File: src/aig_pkg.sv
`default_nettype none
package aig_pkg;
	localparam int NCONV   = 2;
	localparam int NGRP    = 9;
	localparam int NGRP_LO = 5;
	localparam int NCMP    = 4;
	localparam int NTAB    = 9;
	localparam int NCCMP   = 2;
	localparam int CNT_W   = 4;
	localparam int AW      = 8;
	localparam int DW      = 32;

	// register byte offsets
	localparam logic [AW-1:0] OFS_CONV_EN   = 8'h00;
	localparam logic [AW-1:0] OFS_CONV_STAT = 8'h04;
	localparam logic [AW-1:0] OFS_SCAN_EN   = 8'h08;
	localparam logic [AW-1:0] OFS_SCAN_STAT = 8'h0C;
	localparam logic [AW-1:0] OFS_LIM_EN    = 8'h10;
	localparam logic [AW-1:0] OFS_LIM_STAT  = 8'h14;
	localparam logic [AW-1:0] OFS_CMP_EN    = 8'h18;
	localparam logic [AW-1:0] OFS_CMP_STAT  = 8'h1C;
	localparam logic [AW-1:0] OFS_CCMP_CFG  = 8'h20;
	localparam logic [AW-1:0] OFS_FIFO_EN   = 8'h24;
	localparam logic [AW-1:0] OFS_FIFO_OVF  = 8'h28;
	localparam logic [AW-1:0] OFS_FIFO_THR0 = 8'h2C;
	localparam logic [AW-1:0] OFS_FIFO_THR1 = 8'h30;
	localparam logic [AW-1:0] OFS_IRQ_STAT  = 8'h34;

	// field positions in the converter enable / status words
	localparam int ERR_LSB = 0;
	localparam int CAL_LSB = 2;
	localparam int OVF_LSB = 4;
	localparam int CONV_W  = 6;
	// composite config: one half-word per composite request
	localparam int CCMP_STRIDE  = 16;
	localparam int CCMP_AND_OFS = 9;
	localparam int CCMP_EN_OFS  = 10;
	// groups whose thresholds sit in the first threshold word
	localparam int THR0_GRPS = 8;

	localparam logic [DW-1:0]     RST_WORD = 32'h0000_0000;
	localparam logic [CNT_W-1:0]  RST_THR  = 4'h0;

	typedef struct packed {
		logic [NCONV-1:0] conv_err;
		logic [NCONV-1:0] cal_done;
		logic [NCONV-1:0] res_ovf;
		logic [NGRP-1:0]  scan_end;
		logic [NGRP-1:0]  scan_forced;
		logic [NGRP-1:0]  lim_clip;
		logic [NTAB-1:0]  cmp_match;
		logic [NGRP-1:0]  fifo_ovf;
	} aig_evt_s;

	typedef struct packed {
		logic [NGRP-1:0][CNT_W-1:0] vacant;
		logic [NGRP-1:0]            flush;
	} aig_fifo_s;

	typedef struct packed {
		logic [NCONV-1:0]   conv_error_irq;
		logic [NCONV-1:0]   cal_done_irq;
		logic [NGRP_LO-1:0] scan_done_irq;
		logic               scan_done_hi_irq;
		logic               limiter_clip_irq;
		logic [NCONV-1:0]   result_overflow_irq;
		logic [NCMP-1:0]    cmp_match_irq;
		logic [NCCMP-1:0]   composite_match_irq;
		logic [NGRP_LO-1:0] fifo_read_req_irq;
		logic               fifo_read_req_hi_irq;
		logic               fifo_overflow_irq;
	} aig_irq_s;
endpackage : aig_pkg
`default_nettype wire

File: src/aig_irq_gate.sv
// How it works
// - error request per converter while its enable and error flag are set.
// - calibration-done request per converter while enable and done flag are set.
// - groups zero to four each drive their own scan-done request.
// - groups five to eight share one scan-done request.
// - a scan ended by forced stop sets no scan-done flag.
// - one limiter-clip request from any enabled group clip flag.
// - result-overflow request per converter while enable and flag are set.
// - compare tables zero to three each drive a match request.
// - two composite requests combine flags of several compare tables.
// - groups zero to four request FIFO read when vacant count at or below threshold.
// - groups five to eight share the same FIFO read-request test.
// - FIFO read request held off while the group's flush flag is set.
// - one FIFO-overflow request from any enabled group overflow flag.
`timescale 1ns/1ps
`default_nettype none
module aig_irq_gate (
	input  wire logic                   core_clk,
	input  wire logic                   arst_n,
	input  wire logic [aig_pkg::AW-1:0] reg_addr,
	input  wire logic [aig_pkg::DW-1:0] reg_wdata,
	input  wire logic                   reg_wr,
	input  wire logic                   reg_rd,
	output logic      [aig_pkg::DW-1:0] reg_rdata,
	input  wire aig_pkg::aig_evt_s      evt,
	input  wire aig_pkg::aig_fifo_s     fifo_st,
	output aig_pkg::aig_irq_s           irq
);
	logic [aig_pkg::CONV_W-1:0]                  conv_en_r;
	logic [aig_pkg::CONV_W-1:0]                  conv_flag_r;
	logic [aig_pkg::NGRP-1:0]                    scan_en_r;
	logic [aig_pkg::NGRP-1:0]                    scan_flag_r;
	logic [aig_pkg::NGRP-1:0]                    lim_en_r;
	logic [aig_pkg::NGRP-1:0]                    lim_flag_r;
	logic [aig_pkg::NCMP-1:0]                    cmp_en_r;
	logic [aig_pkg::NTAB-1:0]                    cmp_flag_r;
	logic [aig_pkg::NCCMP-1:0][aig_pkg::NTAB-1:0] ccmp_mask_r;
	logic [aig_pkg::NCCMP-1:0]                   ccmp_and_r;
	logic [aig_pkg::NCCMP-1:0]                   ccmp_en_r;
	logic [aig_pkg::NGRP-1:0]                    fifo_en_r;
	logic [aig_pkg::NGRP-1:0]                    fifo_ovf_r;
	logic [aig_pkg::NGRP-1:0][aig_pkg::CNT_W-1:0] fifo_thr_r;
	logic [aig_pkg::DW-1:0]                      rdata_nxt;
	logic [aig_pkg::NGRP-1:0]                    fifo_req;
	logic [aig_pkg::NCCMP-1:0]                   ccmp_hit;
	aig_pkg::aig_irq_s                           irq_nxt;
	logic [aig_pkg::DW-1:0]                      irq_word;

	function automatic logic wr_at(input logic [aig_pkg::AW-1:0] ofs);
		wr_at = reg_wr && (reg_addr == ofs);
	endfunction : wr_at

	// enables and configuration, plain read/write
	always_ff @(posedge core_clk or negedge arst_n) begin
		if (!arst_n) begin
			conv_en_r   <= '0;
			scan_en_r   <= '0;
			lim_en_r    <= '0;
			cmp_en_r    <= '0;
			ccmp_mask_r <= '0;
			ccmp_and_r  <= '0;
			ccmp_en_r   <= '0;
			fifo_en_r   <= '0;
		end else begin
			if (wr_at(aig_pkg::OFS_CONV_EN))
				conv_en_r <= reg_wdata[aig_pkg::CONV_W-1:0];
			if (wr_at(aig_pkg::OFS_SCAN_EN))
				scan_en_r <= reg_wdata[aig_pkg::NGRP-1:0];
			if (wr_at(aig_pkg::OFS_LIM_EN))
				lim_en_r <= reg_wdata[aig_pkg::NGRP-1:0];
			if (wr_at(aig_pkg::OFS_CMP_EN))
				cmp_en_r <= reg_wdata[aig_pkg::NCMP-1:0];
			if (wr_at(aig_pkg::OFS_FIFO_EN))
				fifo_en_r <= reg_wdata[aig_pkg::NGRP-1:0];
			if (wr_at(aig_pkg::OFS_CCMP_CFG)) begin
				for (int k = 0; k < aig_pkg::NCCMP; k++) begin
					ccmp_mask_r[k] <= reg_wdata[k*aig_pkg::CCMP_STRIDE +: aig_pkg::NTAB];
					ccmp_and_r[k]  <= reg_wdata[k*aig_pkg::CCMP_STRIDE + aig_pkg::CCMP_AND_OFS];
					ccmp_en_r[k]   <= reg_wdata[k*aig_pkg::CCMP_STRIDE + aig_pkg::CCMP_EN_OFS];
				end
			end
		end
	end

	// thresholds, two words
	always_ff @(posedge core_clk or negedge arst_n) begin
		if (!arst_n) begin
			fifo_thr_r <= {aig_pkg::NGRP{aig_pkg::RST_THR}};
		end else begin
			if (wr_at(aig_pkg::OFS_FIFO_THR0))
				fifo_thr_r[aig_pkg::THR0_GRPS-1:0] <= reg_wdata;
			if (wr_at(aig_pkg::OFS_FIFO_THR1))
				fifo_thr_r[aig_pkg::NGRP-1] <= reg_wdata[aig_pkg::CNT_W-1:0];
		end
	end

	// sticky flags
	// write one to clear; a same-cycle event wins so none is lost
	always_ff @(posedge core_clk or negedge arst_n) begin
		if (!arst_n) begin
			conv_flag_r <= '0;
			scan_flag_r <= '0;
			lim_flag_r  <= '0;
			cmp_flag_r  <= '0;
			fifo_ovf_r  <= '0;
		end else begin
			conv_flag_r <= (conv_flag_r & ~({aig_pkg::CONV_W{wr_at(aig_pkg::OFS_CONV_STAT)}}
				& reg_wdata[aig_pkg::CONV_W-1:0])) | {evt.res_ovf, evt.cal_done, evt.conv_err};
			scan_flag_r <= (scan_flag_r & ~({aig_pkg::NGRP{wr_at(aig_pkg::OFS_SCAN_STAT)}}
				& reg_wdata[aig_pkg::NGRP-1:0])) | (evt.scan_end & ~evt.scan_forced);
			lim_flag_r  <= (lim_flag_r & ~({aig_pkg::NGRP{wr_at(aig_pkg::OFS_LIM_STAT)}}
				& reg_wdata[aig_pkg::NGRP-1:0])) | evt.lim_clip;
			cmp_flag_r  <= (cmp_flag_r & ~({aig_pkg::NTAB{wr_at(aig_pkg::OFS_CMP_STAT)}}
				& reg_wdata[aig_pkg::NTAB-1:0])) | evt.cmp_match;
			fifo_ovf_r  <= (fifo_ovf_r & ~({aig_pkg::NGRP{wr_at(aig_pkg::OFS_FIFO_OVF)}}
				& reg_wdata[aig_pkg::NGRP-1:0])) | evt.fifo_ovf;
		end
	end

	generate
		for (genvar g = 0; g < aig_pkg::NGRP; g++) begin : g_fifo
			assign fifo_req[g] = fifo_en_r[g] && !fifo_st.flush[g]
				&& (fifo_st.vacant[g] <= fifo_thr_r[g]);
		end
		for (genvar k = 0; k < aig_pkg::NCCMP; k++) begin : g_ccmp
			assign ccmp_hit[k] = ccmp_en_r[k] && (|ccmp_mask_r[k]) && (ccmp_and_r[k]
				? ((cmp_flag_r & ccmp_mask_r[k]) == ccmp_mask_r[k])
				: (|(cmp_flag_r & ccmp_mask_r[k])));
		end
	endgenerate

	always_comb begin
		irq_nxt.conv_error_irq      = conv_en_r[aig_pkg::ERR_LSB +: aig_pkg::NCONV]
			& conv_flag_r[aig_pkg::ERR_LSB +: aig_pkg::NCONV];
		irq_nxt.cal_done_irq        = conv_en_r[aig_pkg::CAL_LSB +: aig_pkg::NCONV]
			& conv_flag_r[aig_pkg::CAL_LSB +: aig_pkg::NCONV];
		irq_nxt.scan_done_irq       = scan_en_r[aig_pkg::NGRP_LO-1:0] & scan_flag_r[aig_pkg::NGRP_LO-1:0];
		irq_nxt.scan_done_hi_irq    = |(scan_en_r[aig_pkg::NGRP-1:aig_pkg::NGRP_LO]
			& scan_flag_r[aig_pkg::NGRP-1:aig_pkg::NGRP_LO]);
		irq_nxt.limiter_clip_irq    = |(lim_en_r & lim_flag_r);
		irq_nxt.result_overflow_irq = conv_en_r[aig_pkg::OVF_LSB +: aig_pkg::NCONV]
			& conv_flag_r[aig_pkg::OVF_LSB +: aig_pkg::NCONV];
		irq_nxt.cmp_match_irq       = cmp_en_r & cmp_flag_r[aig_pkg::NCMP-1:0];
		irq_nxt.composite_match_irq = ccmp_hit;
		irq_nxt.fifo_read_req_irq   = fifo_req[aig_pkg::NGRP_LO-1:0];
		irq_nxt.fifo_read_req_hi_irq = |fifo_req[aig_pkg::NGRP-1:aig_pkg::NGRP_LO];
		irq_nxt.fifo_overflow_irq   = |(fifo_en_r & fifo_ovf_r);
	end

	// registered so the interrupt controller sees glitch-free levels
	always_ff @(posedge core_clk or negedge arst_n) begin
		if (!arst_n)
			irq <= '0;
		else
			irq <= irq_nxt;
	end

	assign irq_word = aig_pkg::DW'(irq);

	always_comb begin
		rdata_nxt = aig_pkg::RST_WORD;
		case (reg_addr)
			aig_pkg::OFS_CONV_EN:   rdata_nxt = aig_pkg::DW'(conv_en_r);
			aig_pkg::OFS_CONV_STAT: rdata_nxt = aig_pkg::DW'(conv_flag_r);
			aig_pkg::OFS_SCAN_EN:   rdata_nxt = aig_pkg::DW'(scan_en_r);
			aig_pkg::OFS_SCAN_STAT: rdata_nxt = aig_pkg::DW'(scan_flag_r);
			aig_pkg::OFS_LIM_EN:    rdata_nxt = aig_pkg::DW'(lim_en_r);
			aig_pkg::OFS_LIM_STAT:  rdata_nxt = aig_pkg::DW'(lim_flag_r);
			aig_pkg::OFS_CMP_EN:    rdata_nxt = aig_pkg::DW'(cmp_en_r);
			aig_pkg::OFS_CMP_STAT:  rdata_nxt = aig_pkg::DW'(cmp_flag_r);
			aig_pkg::OFS_CCMP_CFG: begin
				for (int k = 0; k < aig_pkg::NCCMP; k++) begin
					rdata_nxt[k*aig_pkg::CCMP_STRIDE +: aig_pkg::NTAB] = ccmp_mask_r[k];
					rdata_nxt[k*aig_pkg::CCMP_STRIDE + aig_pkg::CCMP_AND_OFS] = ccmp_and_r[k];
					rdata_nxt[k*aig_pkg::CCMP_STRIDE + aig_pkg::CCMP_EN_OFS] = ccmp_en_r[k];
				end
			end
			aig_pkg::OFS_FIFO_EN:   rdata_nxt = aig_pkg::DW'(fifo_en_r);
			aig_pkg::OFS_FIFO_OVF:  rdata_nxt = aig_pkg::DW'(fifo_ovf_r);
			aig_pkg::OFS_FIFO_THR0: rdata_nxt = fifo_thr_r[aig_pkg::THR0_GRPS-1:0];
			aig_pkg::OFS_FIFO_THR1: rdata_nxt = aig_pkg::DW'(fifo_thr_r[aig_pkg::NGRP-1]);
			aig_pkg::OFS_IRQ_STAT:  rdata_nxt = irq_word;
			default:                rdata_nxt = aig_pkg::RST_WORD;
		endcase
	end

	// data valid only the cycle after the read strobe
	always_ff @(posedge core_clk or negedge arst_n) begin
		if (!arst_n)
			reg_rdata <= aig_pkg::RST_WORD;
		else if (reg_rd)
			reg_rdata <= rdata_nxt;
		else
			reg_rdata <= aig_pkg::RST_WORD;
	end
endmodule : aig_irq_gate
`default_nettype wire

File: config.mk
export PLATFORM = sky130hd
export DESIGN_NAME = aig_irq_gate
export DESIGN_NICKNAME = d
export VERILOG_FILES = /design/src/aig_pkg.sv /design/src/aig_irq_gate.sv
export SDC_FILE = /design/constraint.sdc
export NUM_CORES = 1
export LEC_CHECK = 0
export ABC_CLOCK_PERIOD_IN_PS = 2200
export BUFFER_PORTS_ARGS = -buffer_cell sky130_fd_sc_hd__buf_2
export CORE_MARGIN = 4
export CORE_UTILIZATION = 55
export CTS_CLUSTER_SIZE = 40
export DETAILED_ROUTE_END_ITERATION = 8
export HOLD_SLACK_MARGIN = 0.15
export PLACE_DENSITY = 0.77
export REMOVE_ABC_BUFFERS = 1
export SLEW_MARGIN = 5
export SYNTH_ARGS = -nofsm -noshare
export SYNTH_HDL_FRONTEND = slang
export SYNTH_SLANG_ARGS = --single-unit
File: constraint.sdc
create_clock -name core_clk -period 2.2 [get_ports core_clk]
set_clock_uncertainty 0.2 [all_clocks]
set_input_delay 0.44 -clock core_clk [delete_from_list [all_inputs] [get_ports core_clk]]
set_output_delay 0.44 -clock core_clk [all_outputs]
set_load 0.05 [all_outputs]
# [Yosys cells after proc, flatten, opt, wreduce, memory -nomap -nowiden]
# Index checks and enable logic that the tools add are counted.
[totals] regBits=195 in_bits=140 out_inout_bits=58 elab_cells=151
[op_classes] order_cmp=9 eq_ne=15 muxes=7 n_bitwise=32 reduce_logical=53
[op_table] operator="case mux 11 bit (14 select lines)" count=1
[op_table] operator="bitwise AND 9 bit" count=13
[op_table] operator="OR reduction 9 bit" count=6
[op_table] operator="equality test 8 x 6 -> 1 bit, second input constant" count=6
[op_table] operator="NOT 9 bit" count=5
[op_table] operator="less-or-equal comparator 4 bit" count=9
[op_table] operator="OR 9 bit" count=4
[op_table] operator="logical AND 1 bit" count=35
[op_table] operator="case mux 11 bit (3 select lines)" count=1
[op_table] operator="equality test 8 x 5 -> 1 bit, second input constant" count=4
[op_table] operator="2-to-1 mux 32 bit" count=1
[op_table] operator="equality test 9 bit" count=2
[op_table] operator="equality test 8 x 4 -> 1 bit, second input constant" count=2
[op_table] operator="bitwise AND 6 bit" count=2
[op_table] operator="case mux 5 bit (2 select lines)" count=1
[op_table] operator="zero test 1 bit" count=9
[op_table] operator="bitwise AND 4 bit" count=2
[op_table] operator="equality test 8 x 3 -> 1 bit, second input constant" count=1
[op_table] operator="zero test 8 bit" count=1
[op_table] operator="OR reduction 4 bit" count=2
[op_table] operator="bitwise AND 2 bit" count=3
[op_table] operator="NOT 6 bit" count=1
[op_table] operator="OR 6 bit" count=1
[op_table] operator="bitwise AND 5 bit" count=1
[op_table] operator="2 further kinds" count=3

# [Depth between registers and ports, before layout]
# Gate-level depths: netlist of the first run.
[logic_depth] depth_word=6 mapped_depth=8

# [Least setup slack after synthesis of the first run]
# No wires, ideal clock.
[synth_timing] path_type="input-to-reg" from="input reg_addr[3] (netlist bit)" to="register fifo_thr_r[32] (netlist bit)" setup_time_ns=0.125 t_arrival_ns=1.742 t_required_ns=1.875 path_slack_ns=0.133 cell_stages=5 path_cell_list="buf_2 nor4_4 nand2_1 nor2_2 mux2_2"
[synth_between] elab_chain_cells=2
[synth_rtl] item="start, declared" line="aig_irq_gate.sv:20" text="input wire logic [aig_pkg::AW-1:0] reg_addr,"
[synth_rtl] item="equality test 8 x 6 -> 1 bit" line="aig_irq_gate.sv:50" text="wr_at = reg_wr && (reg_addr == ofs);"
[synth_rtl] item="logical AND 1 bit" line="aig_irq_gate.sv:50"
[synth_rtl] item="end signal, assigned" line="aig_irq_gate.sv:88" text="fifo_thr_r <= {aig_pkg::NGRP{aig_pkg::RST_THR}};"
[synth_rtl] item="end signal, assigned by index" line="aig_irq_gate.sv:91" text="fifo_thr_r[aig_pkg::THR0_GRPS-1:0] <= reg_wdata;"
[synth_rtl] item="end signal, assigned by index" line="aig_irq_gate.sv:93" text="fifo_thr_r[aig_pkg::NGRP-1] <= reg_wdata[aig_pkg::CNT_W-1:0];"
[synth_rtl] item="end, declared" line="aig_irq_gate.sv:42" text="logic [aig_pkg::NGRP-1:0][aig_pkg::CNT_W-1:0] fifo_thr_r;"
# Every way passes these cells.
# A chain may end at the register's enable or synchronous reset.

# [Worst setup path in the final report of the first run]
[layout_timing] from="register fifo_thr_r[17] (netlist bit)" to="register irq[6] (netlist bit)"
[layout_between] elab_chain_cells=2
[layout_rtl] item="less-or-equal comparator 4 bit" line="aig_irq_gate.sv:123" text="&& (fifo_st.vacant[g] <= fifo_thr_r[g]);"
[layout_rtl] item="logical AND 1 bit" line="aig_irq_gate.sv:123"
[layout_rtl] item="named net fifo_req, one bit" line="aig_irq_gate.sv:44" text="logic [aig_pkg::NGRP-1:0] fifo_req;"
[layout_rtl] item="end signal, assigned" line="aig_irq_gate.sv:155" text="irq <= irq_nxt;"
[layout_rtl] item="end, declared" line="aig_irq_gate.sv:27" text="output aig_pkg::aig_irq_s irq"
# The timed path passes the listed nets, and every way through them passes these cells.

==> summary.txt, run 1 <==
Status
  – Status: complete, no violations

Detailed routing
  – Total met2 wirelength after detailed routing: around 15000 um
  – DRT antenna net count: 0
  – DR pass1 iterations: 5
  – DR WL/cell: 21.7 um
  – DR vias: approximately 8400
  – Initial DRC count: 731
  – Vias/cell: 5.85
  – Residual DRC: 0
  – Highest metal used: met4
  – Drt total wl: 31000 um
  – Met1 WL: 12200 um
  – Met3 WL: roughly 2700 um

Power
  – Leak Pwr: 6.18 nW
  – Peak supply drop: 587 uV
  – Pwr dens: 613 nW/um2

Finish
  – Fill count: 1180
  – Commonest non-fill, non-tap cell in the layout: buf_2
  – Layout cells sized above 1: 34.7%
  – Final instance area: 12700 um2
  – Ant. Diodes: 0
  – Register area: 4880 um2
  – Final Net Count: 1369
  – Multi-input gate area: roughly 4300 um2
  – Most frequent cells in the layout: buf_2 (196), dfrtp_1 (195), mux2_2 (102)
  – Non-filler cells, final: ~1400
  – P&R area growth vs syn: 32.5%

Placement
  – Port bufs: 197
  – Routability cong.: 0.927
  – Dpl ws: -22.1 ps
  – Area post-placement: 11400 um2
  – Cell total after placement: 1316
  – Post-DP HPWL: around 23000 um

STA
  – Final WS setup: 254 ps
  – Slew margin rel.: 58.7%
  – Final Setup Violations: 0
  – F_max: 514 MHz
  – Setup TNS Final: 0 ps
  – Min cycle time layout: 1950 ps
  – Worst Tran Pin Value: 619 ps
  – Fin. max-slew vios: 0
  – Final hold vios: 0
  – Period utilization: 88.5%
  – Unrepaired setup endpoints after global routing: no

Synthesis
  – Avg Cell Area, Syn: roughly 11 um2
  – Synth unique cells: 49
  – Syn Inst Count: 863
  – Yosys warnings: 0
  – Prevailing post-synth register cell: dfrtp_1
  – Seq/Total Area, Yosys: 50.8%
  – EDFF count, synth: 0
  – #FFs+latches synth: 195
  – Synthesized area: 9610 um2
  – Fraction of registers with async set or reset after synthesis: 100%

Critical path
  – Crit path DAT: between 2000 and 2500 ps
  – Crit path required time: around 2400 ps
  – Top cell by count, worst path: o21a_1
  – Critical Path, Cell by Cell: inv_1, ha_1, nor2b_1, o21a_1, o21a_1, o21ai_0, buf_4, and3b_1
  – Buf/Inv on CP: 2
  – Slowest cell delay on critical path: 380 ps
  – Crit. End Element: flip-flop
  – Max FO, Critical Path: 3
  – Startpoint Class: flip-flop
  – Crit path max-delay cell type: dfrtp_1
  – Kind of critical path: reg2reg
  – Crit path max-delay family: compound AO/OA/AOI/OAI gates

Floorplan
  – Die span in y: ~140 um
  – I/O pin cnt: 198
  – Core area: 17200 um2
  – Die area: 19700 um2
  – Rows: 48
  – Starting Density: a little under three fifths
  – Die width: 140 um

Worst hold path
  – Hold WC Path Type: in2reg

Clock tree
  – Htree depth: 4
  – Post-CTS repair timing setup buffer count: 0
  – Root Buffer: clkbuf_16
  – Cts bufs inserted: 17
  – Hold-fix buffers, CTS: 83
  – TritonCTS clock tree: built
  – Post-CTS sizing: 0
  – Clock slew at reported path FFs: 70 ps
  – CTS Buffer Depth: 2
  – Clk sinks: 195
  – Worst skew pair latency: about 440 ps

Global routing
  – First-pass GRT wire length: 48400 um
  – Vias in the first global route: 8620
  – Pin count of the biggest net entering global routing: 52
  – Total gr overflow: 0
  – GRT Total Usage: 32.1%
  – Initial antenna violation count: 0

Job
  – Max_cap viols: 0
flip-flops by register name, indices dropped and copies added, names as in the netlist:
name and flops:
fifo_thr_r 36, reg_rdata 32, irq 26, ccmp_mask_r 18, cmp_flag_r 9, fifo_en_r 9, fifo_ovf_r 9, lim_en_r 9
lim_flag_r 9, scan_en_r 9, scan_flag_r 9, conv_en_r 6, conv_flag_r 6, cmp_en_r 4, ccmp_and_r 2, ccmp_en_r 2
Yosys cell counts (3+ instances only):
cell type / count / area share, %
and2_1: 15 / 0.98
nor3_1: 7 / 0.36
a21oi_1: 32 / 1.7
a32oi_1: 3 / 0.27
nand3b_1: 4 / 0.31
a21o_1: 32 / 2.5
mux2i_1: 7 / 0.73
o22ai_1: 14 / 0.91
mux4_2: 5 / 1.2
nor4_1: 4 / 0.26
a22o_1: 14 / 1.3
and3b_1: 5 / 0.46
nand3_1: 18 / 0.94
a22oi_1: 36 / 2.8
inv_1: 67 / 2.6
o21a_1: 10 / 0.78
ha_1: 36 / 4.7
nand2_1: 74 / 2.9
nor2_1: 36 / 1.4
buf_2: 27 / 1.4
a31oi_1: 10 / 0.65
clkbuf_1: 14 / 0.55
nor2b_1: 12 / 0.78
and3_1: 13 / 0.85
o21ai_0: 24 / 1.3
dfrtp_1: 195 / 51
mux2_2: 102 / 12
nand4_1: 11 / 0.72
a221oi_1: 7 / 0.64
metrics by stage:
stage	total power [mW]	utilization [%]	hold WS (ps)
after global placement	4.82	65.9	208
after detailed placement	4.84	65.9	211
after global routing	8.07	73.9	203
after floorplan	4.29	-	-55.6
after CTS	7.82	73.9	155
final	7.80	73.9	179
layout make-up:
class	instances	area share (%)
Inverter	67	1.98
Timing Repair Buffer	354	19.6
Tap cell	225	2.21
Sequential cell	195	38.3
Clock buffer	23	3.68
Multi-Input combinational cell	558	33.6
Clock inverter	9	0.599
path summary, 6_finish.rpt:
path                                 from  slack [ps]  depth (start not counted)            end
min in group asynchronous          arst_n         310                          2  reg_rdata[17]
setup reg to reg           fifo_thr_r[17]         250                          8         irq[6]
max in group asynchronous          arst_n         900                          3  fifo_thr_r[8]
setup / recovery           fifo_thr_r[17]         250                          8         irq[6]
hold / removal                 fifo_st[5]         180                          3         irq[1]
hold reg to reg              conv_en_r[1]         300                          1        irq[25]
cell families (layout without fill, tap and decap cells):
logic type,count (synthesis),in the layout,synth area share (%)
AOI/OAI and AO/OA,191,191,13.6
muxes,116,116,14.1
DFF,195,195,50.8
buffers and inverters,110,453,4.73
xor gates and xnor gates,1,1,0.0912
adders and majority gates,36,36,4.69
and+or+nand+nor,214,214,12.0
worst reg2reg max path: cells and delay by family (launching register included):
| kind | cells | cell delay, ps |
|---|---|---|
| AO/OA/AOI/OAI | 3 | 490 |
| adder cells (fa/ha/maj) | 1 | 280 |
| buffers and inverters | 2 | 240 |
| flip-flops | 1 | 380 |
| AND/OR/NAND/NOR | 2 | 290 |
power breakdown:
| part | switching (mW) | leakage [nW] | internal [mW] |
|---|---|---|---|
| combinational | 0.585 | 3.46 | 0.502 |
| clock | 1.37 | 0.260 | 1.52 |
| sequential | 0.120 | 2.47 | 3.70 |
| total | 2.08 | 6.18 | 5.72 |
per-layer routing:
metal  global-route usage, %  vias up
met1                    42.6     4111
li1                        -     3751
met5                       0        -
met2                    52.4      440
met3                    7.27       72
met4                    11.3        0
Power figures use the tool's default switching activity.
==> run 2, diff against run 1 <==
--- a/config.mk
+++ b/config.mk
@@ -5,7 +5,7 @@
 export SDC_FILE = /design/constraint.sdc
 export NUM_CORES = 1
 export LEC_CHECK = 0
-export ABC_CLOCK_PERIOD_IN_PS = 2200
+export ABC_CLOCK_PERIOD_IN_PS = 1900
 export BUFFER_PORTS_ARGS = -buffer_cell sky130_fd_sc_hd__buf_2
 export CORE_MARGIN = 4
 export CORE_UTILIZATION = 55
==> constraint.sdc (replaced) <==
create_clock -name core_clk -period 1.9 [get_ports core_clk]
set_clock_uncertainty 0.2 [all_clocks]
set_input_delay 0.38 -clock core_clk [delete_from_list [all_inputs] [get_ports core_clk]]
set_output_delay 0.38 -clock core_clk [all_outputs]
set_load 0.05 [all_outputs]
==> run 2 against run 1 <==
Compared with the run above: maximum frequency grew 4.6%; total power up 20%; utilization up 2.6 points; setup slack lost 210 ps; combinational power rose by 23%; final cell count up 2.9%; clock power rose by 26%; non-clock buffer count up 42; global-route usage is 1.3 points higher; critical path depth decreased by 1; worst hold slack improved by 3.9 ps.
==> summary.txt, run 2 (synthesized netlist as in run 1, its figures left out) <==
Detailed routing
  – Drt total wl: 32600 um
  – Residual DRC: 0
  – DR pass1 iterations: 6
  – Initial DRC count: 848
  – Vias/cell: 5.88
  – DR WL/cell: about 22 um
  – DRT antenna net count: 0
  – DR vias: 8660

Critical path
  – Crit path required time: 2070 ps
  – Kind of critical path: reg2reg
  – Crit. End Element: flip-flop
  – Max FO, Critical Path: 2
  – Worst R2R Start: fifo_thr_r[5]
  – Worst setup path start: fifo_thr_r[5]
  – Crit path DAT: 2030 ps
  – Startpoint Class: flip-flop

Floorplan
  – Core area: 17200 um2
  – Die area: 19700 um2
  – Starting Density: 55.7%
  – I/O pin cnt: 198
  – Die span in y: 140 um
  – Die width: 140 um
  – Rows: 48

Clock tree
  – Root Buffer: clkbuf_16
  – CTS Buffer Depth: 2
  – Post-CTS repair timing setup buffer count: 0
  – TritonCTS clock tree: built
  – Clk sinks: 195
  – Htree depth: 4
  – Cts bufs inserted: 17
  – Worst skew pair latency: about 440 ps
  – Clock slew at reported path FFs: roughly 70 ps

STA
  – Final hold vios: 0
  – Slew margin rel.: around 60%
  – Worst Tran Pin Value: roughly 600 ps
  – Hold slack final: 183 ps
  – Period utilization: slightly below 100%
  – F_max: 537 MHz
  – Final Setup Violations: 0
  – Setup TNS Final: 0 ps
  – Fin. max-slew vios: 0
  – Min cycle time layout: about 1900 ps
  – Final WS setup: around 39 ps

Finish
  – Largest register FFs: 36
  – Largest Register: fifo_thr_r
  – Ant. Diodes: 0
  – Non-filler cells, final: 1473
  – Top flop regs: fifo_thr_r (36), reg_rdata (32), irq (26)
  – Most frequent cells in the layout: buf_2 (196), dfrtp_1 (195), mux2_2 (102)
  – Final instance area: 13200 um2
  – P&R area growth vs syn: 37.2%
  – Commonest non-fill, non-tap cell in the layout: buf_2
  – Layout cells sized above 1: 36.9%
  – Final Util: 76.5%
  – Final Net Count: 1411

Placement
  – Routability cong.: 0.946
  – Cell total after placement: 1349
  – Port bufs: 197
  – Post-DP HPWL: roughly 23000 um
  – Area post-placement: roughly 12000 um2
  – Dpl ws: -197 ps

Global routing
  – Pin count of the biggest net entering global routing: 53
  – GRT Total Usage: between 30% and 40%
  – Vias in the first global route: 8861
  – First-pass GRT wire length: 50300 um
  – Total gr overflow: 0
  – Initial antenna violation count: 1

Status
  – Status: complete, no violations

Power
  – Peak supply drop: 607 uV
  – Power consumption: around 9.4 mW
  – Leak Pwr: 6.44 nW
  – Pwr dens: 713 nW/um2

Job
  – Max_cap viols: 0

Worst hold path
  – Hold_sp: reg_wdata[0]
  – Hold WC Path Type: in2reg
[run 2: repair_timing]
action / CTS / global route
endpoints found under the hold margin: 282 / 0
hold buffers: 92 / 0
endpoints found under the setup margin: 0 / 4
resized for setup: 0 / 7
[run 2: worst max-delay path, cell delays in order, from the launching register on]
cell	delay (ps)
dfrtp_1	380
inv_1	100
ha_1	250
nor2b_1	140
o21a_1	160
o21a_1	160
o21ai_0	230
and3b_1	190
[run 2: per-layer routing]
| layer | part of all wire [%] | track usage [%] |
|---|---|---|
| met3 | 8.2 | 7.27 |
| met5 | 0.058 | 0 |
| met4 | 4.0 | 13.4 |
| met2 | 49 | 54.5 |
| met1 | 39 | 43.9 |
[run 2: layout make-up]
cell class,count,area [um2]
Inverter,67,251
Clock buffer,18,439
Sequential cell,195,4880
Tap cell,225,282
Timing Repair Buffer,396,2880
Multi-Input combinational cell,558,4300
Clock inverter,14,144
Fill cell,1097,4060
[run 2: power by group]
group | total, mW | internal, mW | leakage (nW) | switching [mW]
combinational | 1.34 | 0.635 | 3.68 | 0.701
clock | 3.64 | 1.89 | 0.285 | 1.75
sequential | 4.42 | 4.28 | 2.47 | 0.138
[run 2: worst paths after layout]
check	slack (ps)	endpoint	depth (start not counted)
min in group asynchronous	270	reg_rdata[25]	2
worst max register to register	40	irq[3]	7
worst min-delay path	180	lim_flag_r[0]	3
max in group asynchronous	660	fifo_thr_r[25]	3
worst min register to register	320	scan_flag_r[3]	2
worst max-delay path	40	irq[3]	7
